===== src/ahl_defines.svh =====
`ifndef AHL_DEFINES_SVH
`define AHL_DEFINES_SVH

// word framing on the serial link
`define AHL_WORD_BITS   24
`define AHL_BYTE_BITS   8
`define AHL_CNT_W       5

// system clock and serial clock timing, in ns
`define AHL_CLK_NS      40
`define AHL_SCLK_NS     320
// half serial period in system cycles, rounded down (shortest time)
`define AHL_HALF_CYC    ((`AHL_SCLK_NS / 2) / `AHL_CLK_NS)
// least strobe-high time between byte segments, rounded up
`define AHL_GAP_NS      320
`define AHL_GAP_CYC     ((`AHL_GAP_NS + `AHL_CLK_NS - 1) / `AHL_CLK_NS)

// segment size codes on seg_bytes_in
`define AHL_SEG_WHOLE   2'h0
`define AHL_SEG_ONE     2'h1
`define AHL_SEG_TWO     2'h2

`endif


===== src/ahl_pkg.sv =====
package ahl_pkg;

  // sequencer states, gray along idle-wait-shift-gap-done
  typedef enum logic [2:0] {
    AHL_IDLE  = 3'h0,
    AHL_WAIT  = 3'h1,
    AHL_SHIFT = 3'h3,
    AHL_GAP   = 3'h2,
    AHL_DONE  = 3'h6
  } ahl_state_e;

  // transfer kinds requested by the user side
  typedef enum logic [2:0] {
    AHL_RD_DATA = 3'h0,
    AHL_RD_CTRL = 3'h1,
    AHL_RD_CAL  = 3'h2,
    AHL_WR_CTRL = 3'h3,
    AHL_WR_CAL  = 3'h4
  } ahl_kind_e;

endpackage


===== src/ahl_sclk_div.sv =====
// serial clock divider: idles low, first half period low after run rises
module ahl_sclk_div
  import ahl_pkg::*;
#(
  parameter int HALF_CYC = 4
) (
  // clock and reset
  input  wire logic mclk_in,
  input  wire logic rst_in,
  input  wire logic ce_in,
  // control
  input  wire logic run_in,
  // serial clock and edge pulses
  output logic      sclk_out,
  output logic      rise_out,
  output logic      fall_out
);

  localparam int CW = $clog2(HALF_CYC) + 1;
  localparam logic [CW-1:0] LAST = CW'(HALF_CYC - 1);

  logic [CW-1:0] cnt_ff;
  logic          sclk_ff;
  logic          tick;

  // a tick ends each half period while running
  assign tick     = run_in && (cnt_ff == LAST);
  assign rise_out = ce_in && tick && !sclk_ff;
  assign fall_out = ce_in && tick && sclk_ff;
  assign sclk_out = sclk_ff;

  // half period counter, cleared when stopped so each segment starts clean
  always_ff @(posedge mclk_in or posedge rst_in) begin
    if (rst_in) begin
      cnt_ff <= '0;
    end else if (ce_in) begin
      if (!run_in || tick) begin
        cnt_ff <= '0;
      end else begin
        cnt_ff <= cnt_ff + CW'(1);
      end
    end
  end

  // clock level; stopping forces low so the line idles low between frames
  always_ff @(posedge mclk_in or posedge rst_in) begin
    if (rst_in) begin
      sclk_ff <= 1'b0;
    end else if (ce_in) begin
      if (!run_in) begin
        sclk_ff <= 1'b0;
      end else if (tick) begin
        sclk_ff <= !sclk_ff;
      end
    end
  end

endmodule


===== src/ahl_host.sv =====
// Behaviour
// - with write strobe wired to select, every write is a control register load.
// - in that wiring a control register read is refused, never attempted.
// - write strobe may be the inverse of read strobe; strobes never overlap.
// - read strobe is never derived from the write strobe; both are driven apart.
// - output-data reads wait for word-ready low before lowering read strobe.
// - a 24-bit read may be split into one, two or three byte frames.
// - control and calibration reads ignore word-ready.
// - control register read lowers select together with the read strobe.
// - host sends written data MSB first.
// - every register write sends a full 24-bit word.
// - with LSB-first user data, bits are reversed within each byte.
// - read: wait ready low, lower strobe, take bytes, raise after last byte.
`include "ahl_defines.svh"

module ahl_host
  import ahl_pkg::*;
#(
  parameter int WORD_BITS = `AHL_WORD_BITS,
  parameter int HALF_CYC  = `AHL_HALF_CYC,
  parameter int GAP_CYC   = `AHL_GAP_CYC
) (
  // clock, reset, enable
  input  wire logic                 mclk_in,
  input  wire logic                 rst_in,
  input  wire logic                 ce_in,
  // configuration levels
  input  wire logic                 tie_sel_in,
  input  wire logic                 lsb_first_in,
  input  wire logic [1:0]           seg_bytes_in,
  // user command side
  input  wire logic                 cmd_valid_in,
  output logic                      cmd_ready_out,
  input  wire logic [2:0]           cmd_kind_in,
  input  wire logic [WORD_BITS-1:0] cmd_wdata_in,
  output logic [WORD_BITS-1:0]      rdata_out,
  output logic                      rdata_valid_out,
  output logic                      cmd_err_out,
  // converter pins
  output logic                      sclk_out,
  output logic                      read_frame_n_out,
  output logic                      write_frame_n_out,
  output logic                      reg_select_out,
  input  wire logic                 word_ready_n_in,
  input  wire logic                 sdata_in,
  output logic                      sdata_out,
  output logic                      sdata_oe_n_out
);

  localparam logic [`AHL_CNT_W-1:0] LAST_BIT = `AHL_CNT_W'(WORD_BITS);
  localparam int GW = $clog2(GAP_CYC + 1) + 1;

  // reverse bit order inside each byte, used on both directions
  function automatic logic [WORD_BITS-1:0] rev_bytes(input logic [WORD_BITS-1:0] w);
    logic [WORD_BITS-1:0] r;
    r = '0;
    for (int i = 0; i < WORD_BITS; i++) begin
      r[i] = w[(i / `AHL_BYTE_BITS) * `AHL_BYTE_BITS + (`AHL_BYTE_BITS - 1)
               - (i % `AHL_BYTE_BITS)];
    end
    return r;
  endfunction

  ahl_state_e                state_ff;
  ahl_state_e                nxt_state;
  ahl_kind_e                 kind_ff;
  logic [WORD_BITS-1:0]      word_ff;
  logic [WORD_BITS-1:0]      sh_ff;
  logic [`AHL_CNT_W-1:0]     bit_cnt_ff;
  logic [`AHL_CNT_W-1:0]     seg_cnt_ff;
  logic [`AHL_CNT_W-1:0]     seg_bits;
  logic [GW-1:0]             gap_cnt_ff;
  logic                      rdy_meta_ff;
  logic                      rdy_sync_ff;
  logic                      sd_meta_ff;
  logic                      sd_sync_ff;
  logic                      rd_n_ff;
  logic                      wr_n_ff;
  logic                      sel_ff;
  logic                      oe_n_ff;
  logic                      is_wr;
  logic                      take;
  logic                      refuse;
  logic                      run;
  logic                      sclk_rise;
  logic                      sclk_fall;
  logic                      seg_end;

  // word-ready pin into the clock domain
  always_ff @(posedge mclk_in or posedge rst_in) begin
    if (rst_in) begin
      rdy_meta_ff <= 1'b1;
      rdy_sync_ff <= 1'b1;
    end else if (ce_in) begin
      rdy_meta_ff <= word_ready_n_in;
      rdy_sync_ff <= rdy_meta_ff;
    end
  end

  // serial data pin into the clock domain; half period of 4 cycles covers the lag
  always_ff @(posedge mclk_in or posedge rst_in) begin
    if (rst_in) begin
      sd_meta_ff <= 1'b0;
      sd_sync_ff <= 1'b0;
    end else if (ce_in) begin
      sd_meta_ff <= sdata_in;
      sd_sync_ff <= sd_meta_ff;
    end
  end

  // command acceptance and the wiring-dependent refusals
  assign cmd_ready_out = (state_ff == AHL_IDLE);
  assign take          = ce_in && cmd_valid_in && cmd_ready_out;
  assign refuse        = tie_sel_in && ((cmd_kind_in == AHL_RD_CTRL)
                         || (cmd_kind_in == AHL_WR_CAL)
                         || (cmd_kind_in > AHL_WR_CAL));
  assign is_wr         = (kind_ff == AHL_WR_CTRL) || (kind_ff == AHL_WR_CAL);

  // bits per strobe-low segment
  always_comb begin
    case (seg_bytes_in)
      `AHL_SEG_ONE: seg_bits = `AHL_CNT_W'(`AHL_BYTE_BITS);
      `AHL_SEG_TWO: seg_bits = `AHL_CNT_W'(2 * `AHL_BYTE_BITS);
      default:      seg_bits = LAST_BIT;
    endcase
  end

  assign seg_end = sclk_fall && (seg_cnt_ff + `AHL_CNT_W'(1) == seg_bits);

  // sequencer
  always_comb begin
    nxt_state = state_ff;
    case (state_ff)
      AHL_IDLE: begin
        if (take && !refuse) begin
          nxt_state = AHL_WAIT;
        end
      end
      AHL_WAIT: begin
        // only output data waits for a fresh word; others go at once
        if (kind_ff != AHL_RD_DATA || !rdy_sync_ff) begin
          nxt_state = AHL_SHIFT;
        end
      end
      AHL_SHIFT: begin
        if (sclk_fall && bit_cnt_ff + `AHL_CNT_W'(1) == LAST_BIT) begin
          nxt_state = AHL_DONE;
        end else if (seg_end) begin
          nxt_state = AHL_GAP;
        end
      end
      AHL_GAP: begin
        if (gap_cnt_ff == GW'(GAP_CYC)) begin
          nxt_state = AHL_SHIFT;
        end
      end
      AHL_DONE: nxt_state = AHL_IDLE;
      default:  nxt_state = AHL_IDLE;
    endcase
  end

  always_ff @(posedge mclk_in or posedge rst_in) begin
    if (rst_in) begin
      state_ff <= AHL_IDLE;
    end else if (ce_in) begin
      state_ff <= nxt_state;
    end
  end

  // kind and word are latched once per command
  always_ff @(posedge mclk_in or posedge rst_in) begin
    if (rst_in) begin
      kind_ff <= AHL_RD_DATA;
      word_ff <= '0;
    end else if (take && !refuse) begin
      kind_ff <= ahl_kind_e'(cmd_kind_in);
      word_ff <= lsb_first_in ? rev_bytes(cmd_wdata_in) : cmd_wdata_in;
    end
  end

  // refused command answered by a one-cycle error pulse
  always_ff @(posedge mclk_in or posedge rst_in) begin
    if (rst_in) begin
      cmd_err_out <= 1'b0;
    end else if (ce_in) begin
      cmd_err_out <= take && refuse;
    end
  end

  // serial clock runs only in the shift state
  assign run = (state_ff == AHL_SHIFT);

  ahl_sclk_div #(
    .HALF_CYC (HALF_CYC)
  ) u_div (
    .mclk_in  (mclk_in),
    .rst_in   (rst_in),
    .ce_in    (ce_in),
    .run_in   (run),
    .sclk_out (sclk_out),
    .rise_out (sclk_rise),
    .fall_out (sclk_fall)
  );

  // bit and segment counters advance on each falling clock
  always_ff @(posedge mclk_in or posedge rst_in) begin
    if (rst_in) begin
      bit_cnt_ff <= '0;
      seg_cnt_ff <= '0;
    end else if (ce_in) begin
      if (state_ff == AHL_IDLE) begin
        bit_cnt_ff <= '0;
        seg_cnt_ff <= '0;
      end else if (seg_end) begin
        bit_cnt_ff <= bit_cnt_ff + `AHL_CNT_W'(1);
        seg_cnt_ff <= '0;
      end else if (sclk_fall) begin
        bit_cnt_ff <= bit_cnt_ff + `AHL_CNT_W'(1);
        seg_cnt_ff <= seg_cnt_ff + `AHL_CNT_W'(1);
      end
    end
  end

  // strobe-high time between segments
  always_ff @(posedge mclk_in or posedge rst_in) begin
    if (rst_in) begin
      gap_cnt_ff <= '0;
    end else if (ce_in) begin
      gap_cnt_ff <= (state_ff == AHL_GAP) ? gap_cnt_ff + GW'(1) : '0;
    end
  end

  // shifter: writes shift out MSB first, reads sample at the falling clock
  // where the previous bit has been stable for a whole high half
  always_ff @(posedge mclk_in or posedge rst_in) begin
    if (rst_in) begin
      sh_ff <= '0;
    end else if (ce_in) begin
      if (state_ff == AHL_WAIT) begin
        sh_ff <= is_wr ? word_ff : '0;
      end else if (sclk_fall) begin
        sh_ff <= {sh_ff[WORD_BITS-2:0], is_wr ? 1'b0 : sd_sync_ff};
      end
    end
  end

  // pin drivers, one cycle behind state so strobes lead the first clock edge
  always_ff @(posedge mclk_in or posedge rst_in) begin
    if (rst_in) begin
      rd_n_ff <= 1'b1;
      wr_n_ff <= 1'b1;
      sel_ff  <= 1'b1;
      oe_n_ff <= 1'b1;
    end else if (ce_in) begin
      // read and write strobes driven apart, never both low
      rd_n_ff <= !(run && !is_wr);
      wr_n_ff <= !(run && is_wr);
      oe_n_ff <= !(run && is_wr);
      if (tie_sel_in) begin
        sel_ff <= !(run && is_wr);
      end else begin
        // held for the whole transfer, gaps included
        sel_ff <= !((run || state_ff == AHL_GAP) &&
                   (kind_ff == AHL_RD_CTRL || kind_ff == AHL_WR_CTRL));
      end
    end
  end

  assign read_frame_n_out  = rd_n_ff;
  assign write_frame_n_out = wr_n_ff;
  assign reg_select_out    = sel_ff;
  assign sdata_oe_n_out    = oe_n_ff;
  assign sdata_out         = sh_ff[WORD_BITS-1];

  // read result presented once the whole word is in
  always_ff @(posedge mclk_in or posedge rst_in) begin
    if (rst_in) begin
      rdata_out       <= '0;
      rdata_valid_out <= 1'b0;
    end else if (ce_in) begin
      rdata_valid_out <= (state_ff == AHL_DONE) && !is_wr;
      if (state_ff == AHL_DONE && !is_wr) begin
        rdata_out <= lsb_first_in ? rev_bytes(sh_ff) : sh_ff;
      end
    end
  end
endmodule


===== config.mk =====
export PLATFORM = sky130hd
export DESIGN_NAME = ahl_host
export DESIGN_NICKNAME = d
export VERILOG_FILES = /design/src/ahl_pkg.sv /design/src/ahl_sclk_div.sv /design/src/ahl_host.sv
export VERILOG_INCLUDE_DIRS = /design/src /design/src/src
export SDC_FILE = /design/constraint.sdc
export NUM_CORES = 1
export LEC_CHECK = 0
export ABC_CLOCK_PERIOD_IN_PS = 4330
export BUFFER_PORTS_ARGS = -buffer_cell sky130_fd_sc_hd__buf_4
export CELL_PAD_IN_SITES_DETAIL_PLACEMENT = 0
export CELL_PAD_IN_SITES_GLOBAL_PLACEMENT = 2
export CORE_ASPECT_RATIO = 1.2
export CORE_MARGIN = 4
export CORE_UTILIZATION = 36
export DETAILED_ROUTE_END_ITERATION = 12
export GPL_ROUTABILITY_DRIVEN = 0
export HOLD_SLACK_MARGIN = 0.15
export PLACE_DENSITY_LB_ADDON = 0.1
export SLEW_MARGIN = 10
export SYNTH_ARGS = -nofsm -noshare
export SYNTH_HDL_FRONTEND = slang
export SYNTH_SLANG_ARGS = --single-unit

===== constraint.sdc =====
create_clock -name mclk_in -period 4.33 [get_ports mclk_in]
set_input_delay 0.433 -clock mclk_in [delete_from_list [all_inputs] [get_ports mclk_in]]
set_output_delay 0.433 -clock mclk_in [all_outputs]
set_load 0.01 [all_outputs]

==> flow_metrics.env <==
export IMPL_outcome="finished, final reports clean"
export IMPL_p_leak_nw=2.86
export IMPL_drt_total_wl_um=11700
export IMPL_die_area_um2=16500
export IMPL_rsz0062_at_grt="false"
export IMPL_vias=3857
export IMPL_die_height_um=140
export IMPL_power_per_cell_area_nw_per_um2=509
export IMPL_cts_inserted_buffers=9
export IMPL_hold_class="input pin to asynchronous set/reset pin"
export IMPL_n_antenna_cell=0
export IMPL_antenna_found_initial=0
export IMPL_min_period_ns=2.29
export IMPL_post_cts_buffers=0
export IMPL_async_reset_ff_frac=1.00
export IMPL_cts_max_level=3
export IMPL_layout_setup_ws_ns=2.04
export IMPL_ant_nets=0
export IMPL_core_um2=14000
export IMPL_layout_drive_gt1_share=0.199
export IMPL_path_clk_slew_ns=0.07
export IMPL_cts_root_buf="clkbuf_16"
export IMPL_viasPerCell=5.12
export IMPL_final_util=0.431
export IMPL_mostFrequentLayoutCells="dfrtp_1, nor2_1, buf_4"
export IMPL_ys_types=47
export IMPL_stdcell_count=753
export IMPL_synth_nets=573
export IMPL_synth_edf_count=0
export IMPL_cp_data_required_time_ns=4.56
export IMPL_ir_worst_vdd_mv=0.174
export IMPL_slew_headroom=0.370
export IMPL_p_switching_w=0.00102
export IMPL_synth_top_cell_area_share=0.485
export IMPL_rr_worst_depth=5
export IMPL_rows=47
export IMPL_hold_viol_final=0
export IMPL_postCtsHoldBufs=0
export IMPL_comb_power_share=0.245
export IMPL_dp_slack_ns=1.99
export IMPL_crit_type="flip-flop to flip-flop"
export IMPL_cts_buffer_depth=2
export IMPL_rr_startpoint="state_ff[2]"
export IMPL_ys_warn_count=0
export IMPL_grt_pass1_wl_um=19500
export IMPL_first_iter_violations=149
export IMPL_max_freq_mhz=436
export IMPL_wl_per_cell_um=15.6
export IMPL_clock_sinks=106
export IMPL_maxSlewViolCount=0
export IMPL_boundaryPins=70
export IMPL_fin_crit_sh=0.529
export IMPL_endpoint_kind="flip-flop"
export IMPL_synthFlopType="dfrtp_1"
export IMPL_finalClockSkew_ns=0.00567
export IMPL_seq_power_share=0.505
export IMPL_startpoint_type="flip-flop"
export IMPL_cp_max_fo=51
export IMPL_p_int_w=0.00205
export IMPL_ctsResizeCount=0
export IMPL_worstPathArrival_ns=2.53
export IMPL_final_common_cell="dfrtp_1"
export IMPL_synth_area_um2=5210
export IMPL_dpl_cell_count=737
export IMPL_power_share_clock=0.249
export IMPL_finalSetupTns_ns=0
export IMPL_ys_seq_area_frac=0.510
export IMPL_worst_pin_slew_ns=0.945
export IMPL_yosys_area_top_type="dfrtp_1"
export IMPL_portBuffers=69
export IMPL_layout_nets=622
export IMPL_switching_share=0.332
export IMPL_r2r_setup_slack_ns=2.04
export IMPL_clk_latency_ns=0.35
export IMPL_setup_viol=0
export IMPL_cts_tree="done"
export IMPL_maxCapViolations=0
export IMPL_synth_area_leaders="dfrtp_1, mux2i_1, nor2_1, a21oi_1, nand3_1"
export IMPL_r2r_end="kind_ff[0]"
export IMPL_ys_seq_elements=106
export IMPL_drcViolationCount=0
export IMPL_area_delta_synth_final_pct=15.9
export IMPL_grt_pass1_vias=3774
export IMPL_syn_inst=528
export IMPL_grtUsageTotal=0.146
export IMPL_initial_core_util=0.372
export IMPL_gr_total_overflow=0
export IMPL_avgSynthCellArea_um2=9.87
export IMPL_dpl_hpwl_um=8070
export IMPL_grt_max_degree=75
export IMPL_dr_pass1_iters=5
export IMPL_fp_dieW_um=118
-- cell type report --
type	count	area, µm²
Sequential cell	106	2660
Clock buffer	13	250
Multi-Input combinational cell	380	2320
Fill cell	1417	7960
Timing Repair Buffer	74	556
Inverter	6	25.0
Tap cell	171	214
Clock inverter	3	17.5
-- synthesized netlist by cell type (all sizes together) (2+ instances only) --
cell and instances:
nand4b 2, xnor2 4, o21ai 21, nor3 2, inv 6, nand2 46
mux2i 50, dfstp 5, o22a 2, xor2 4, nor2 88, dfrtp 101
mux2 7, and3 4, nor3b 3, a21o 3, a21oi 53, nor2b 3
ha 8, buf 23, nand3 36, a31oi 26, o31ai 4, nand3b 2
clkbuf 13
-- flip-flops by register name, summed over array words and instances, names as in the netlist, 3 cells and up --
name	flops
rdata_out	24
sh_ff	24
word_ff	24
bit_cnt_ff	5
gap_cnt_ff	5
seg_cnt_ff	5
kind_ff	3
state_ff	3
u_div.cnt_ff	3
-- layer usage --
metal  global-route usage  vias up  share of wire
met5                    0        -              0
met4               0.0574        0          0.018
met3               0.0268       13          0.032
met2                0.237       54           0.48
met1                0.195     1847           0.47
li1                     -     1943              -
-- worst max path at each step --
stage | startpoint | end | slack, ns | cells past startpoint
after floorplan | rst_in | bit_cnt_ff[0] | 1.12 | 1
after global placement | ce_in | seg_cnt_ff[1] | 2.00 | 6
after detailed placement | ce_in | sh_ff[19] | 1.99 | 7
after CTS | state_ff[2] | kind_ff[0] | 2.00 | 5
after global routing | state_ff[0] | sh_ff[15] | 1.80 | 5
final | state_ff[2] | kind_ff[0] | 2.04 | 5
-- worst max-delay path: stages (launching register included) --
cell     delay, ns
dfrtp_1       0.49
nor3_4        0.49
nand2_2       0.14
nor3b_4       0.17
buf_4         0.48
mux2_2        0.40
-- power by group through the flow --
stage                     registers (W)  clock network (W)  logic, W
after floorplan                 0.00149                  0  0.000589
after global placement          0.00156                  0  0.000747
after detailed placement        0.00158                  0  0.000763
after CTS                       0.00156           0.000791  0.000771
after global routing            0.00161           0.000828  0.000869
final                           0.00155           0.000767  0.000753
-- kinds of logic after synthesis --
family | Yosys count | synth area share
compound gates | 116 | 0.134
xor+xnor | 8 | 0.0134
fa+ha+maj | 8 | 0.0192
buf+inv | 42 | 0.0464
flops | 106 | 0.510
mux | 57 | 0.111
simple gates | 191 | 0.165
-- stage by stage --
step | hold slack [ns] | instance area, µm² | total power [W]
2_1_floorplan | 0.459 | 5210 | 0.00208
3_3_place_gp | 0.479 | 5770 | 0.00231
3_5_place_dp | 0.474 | 5770 | 0.00234
4_1_cts | 0.305 | 6040 | 0.00312
5_1_grt | 0.312 | 6040 | 0.00330
6_report | 0.305 | 6040 | 0.00307
Power figures use the tool's default switching activity.
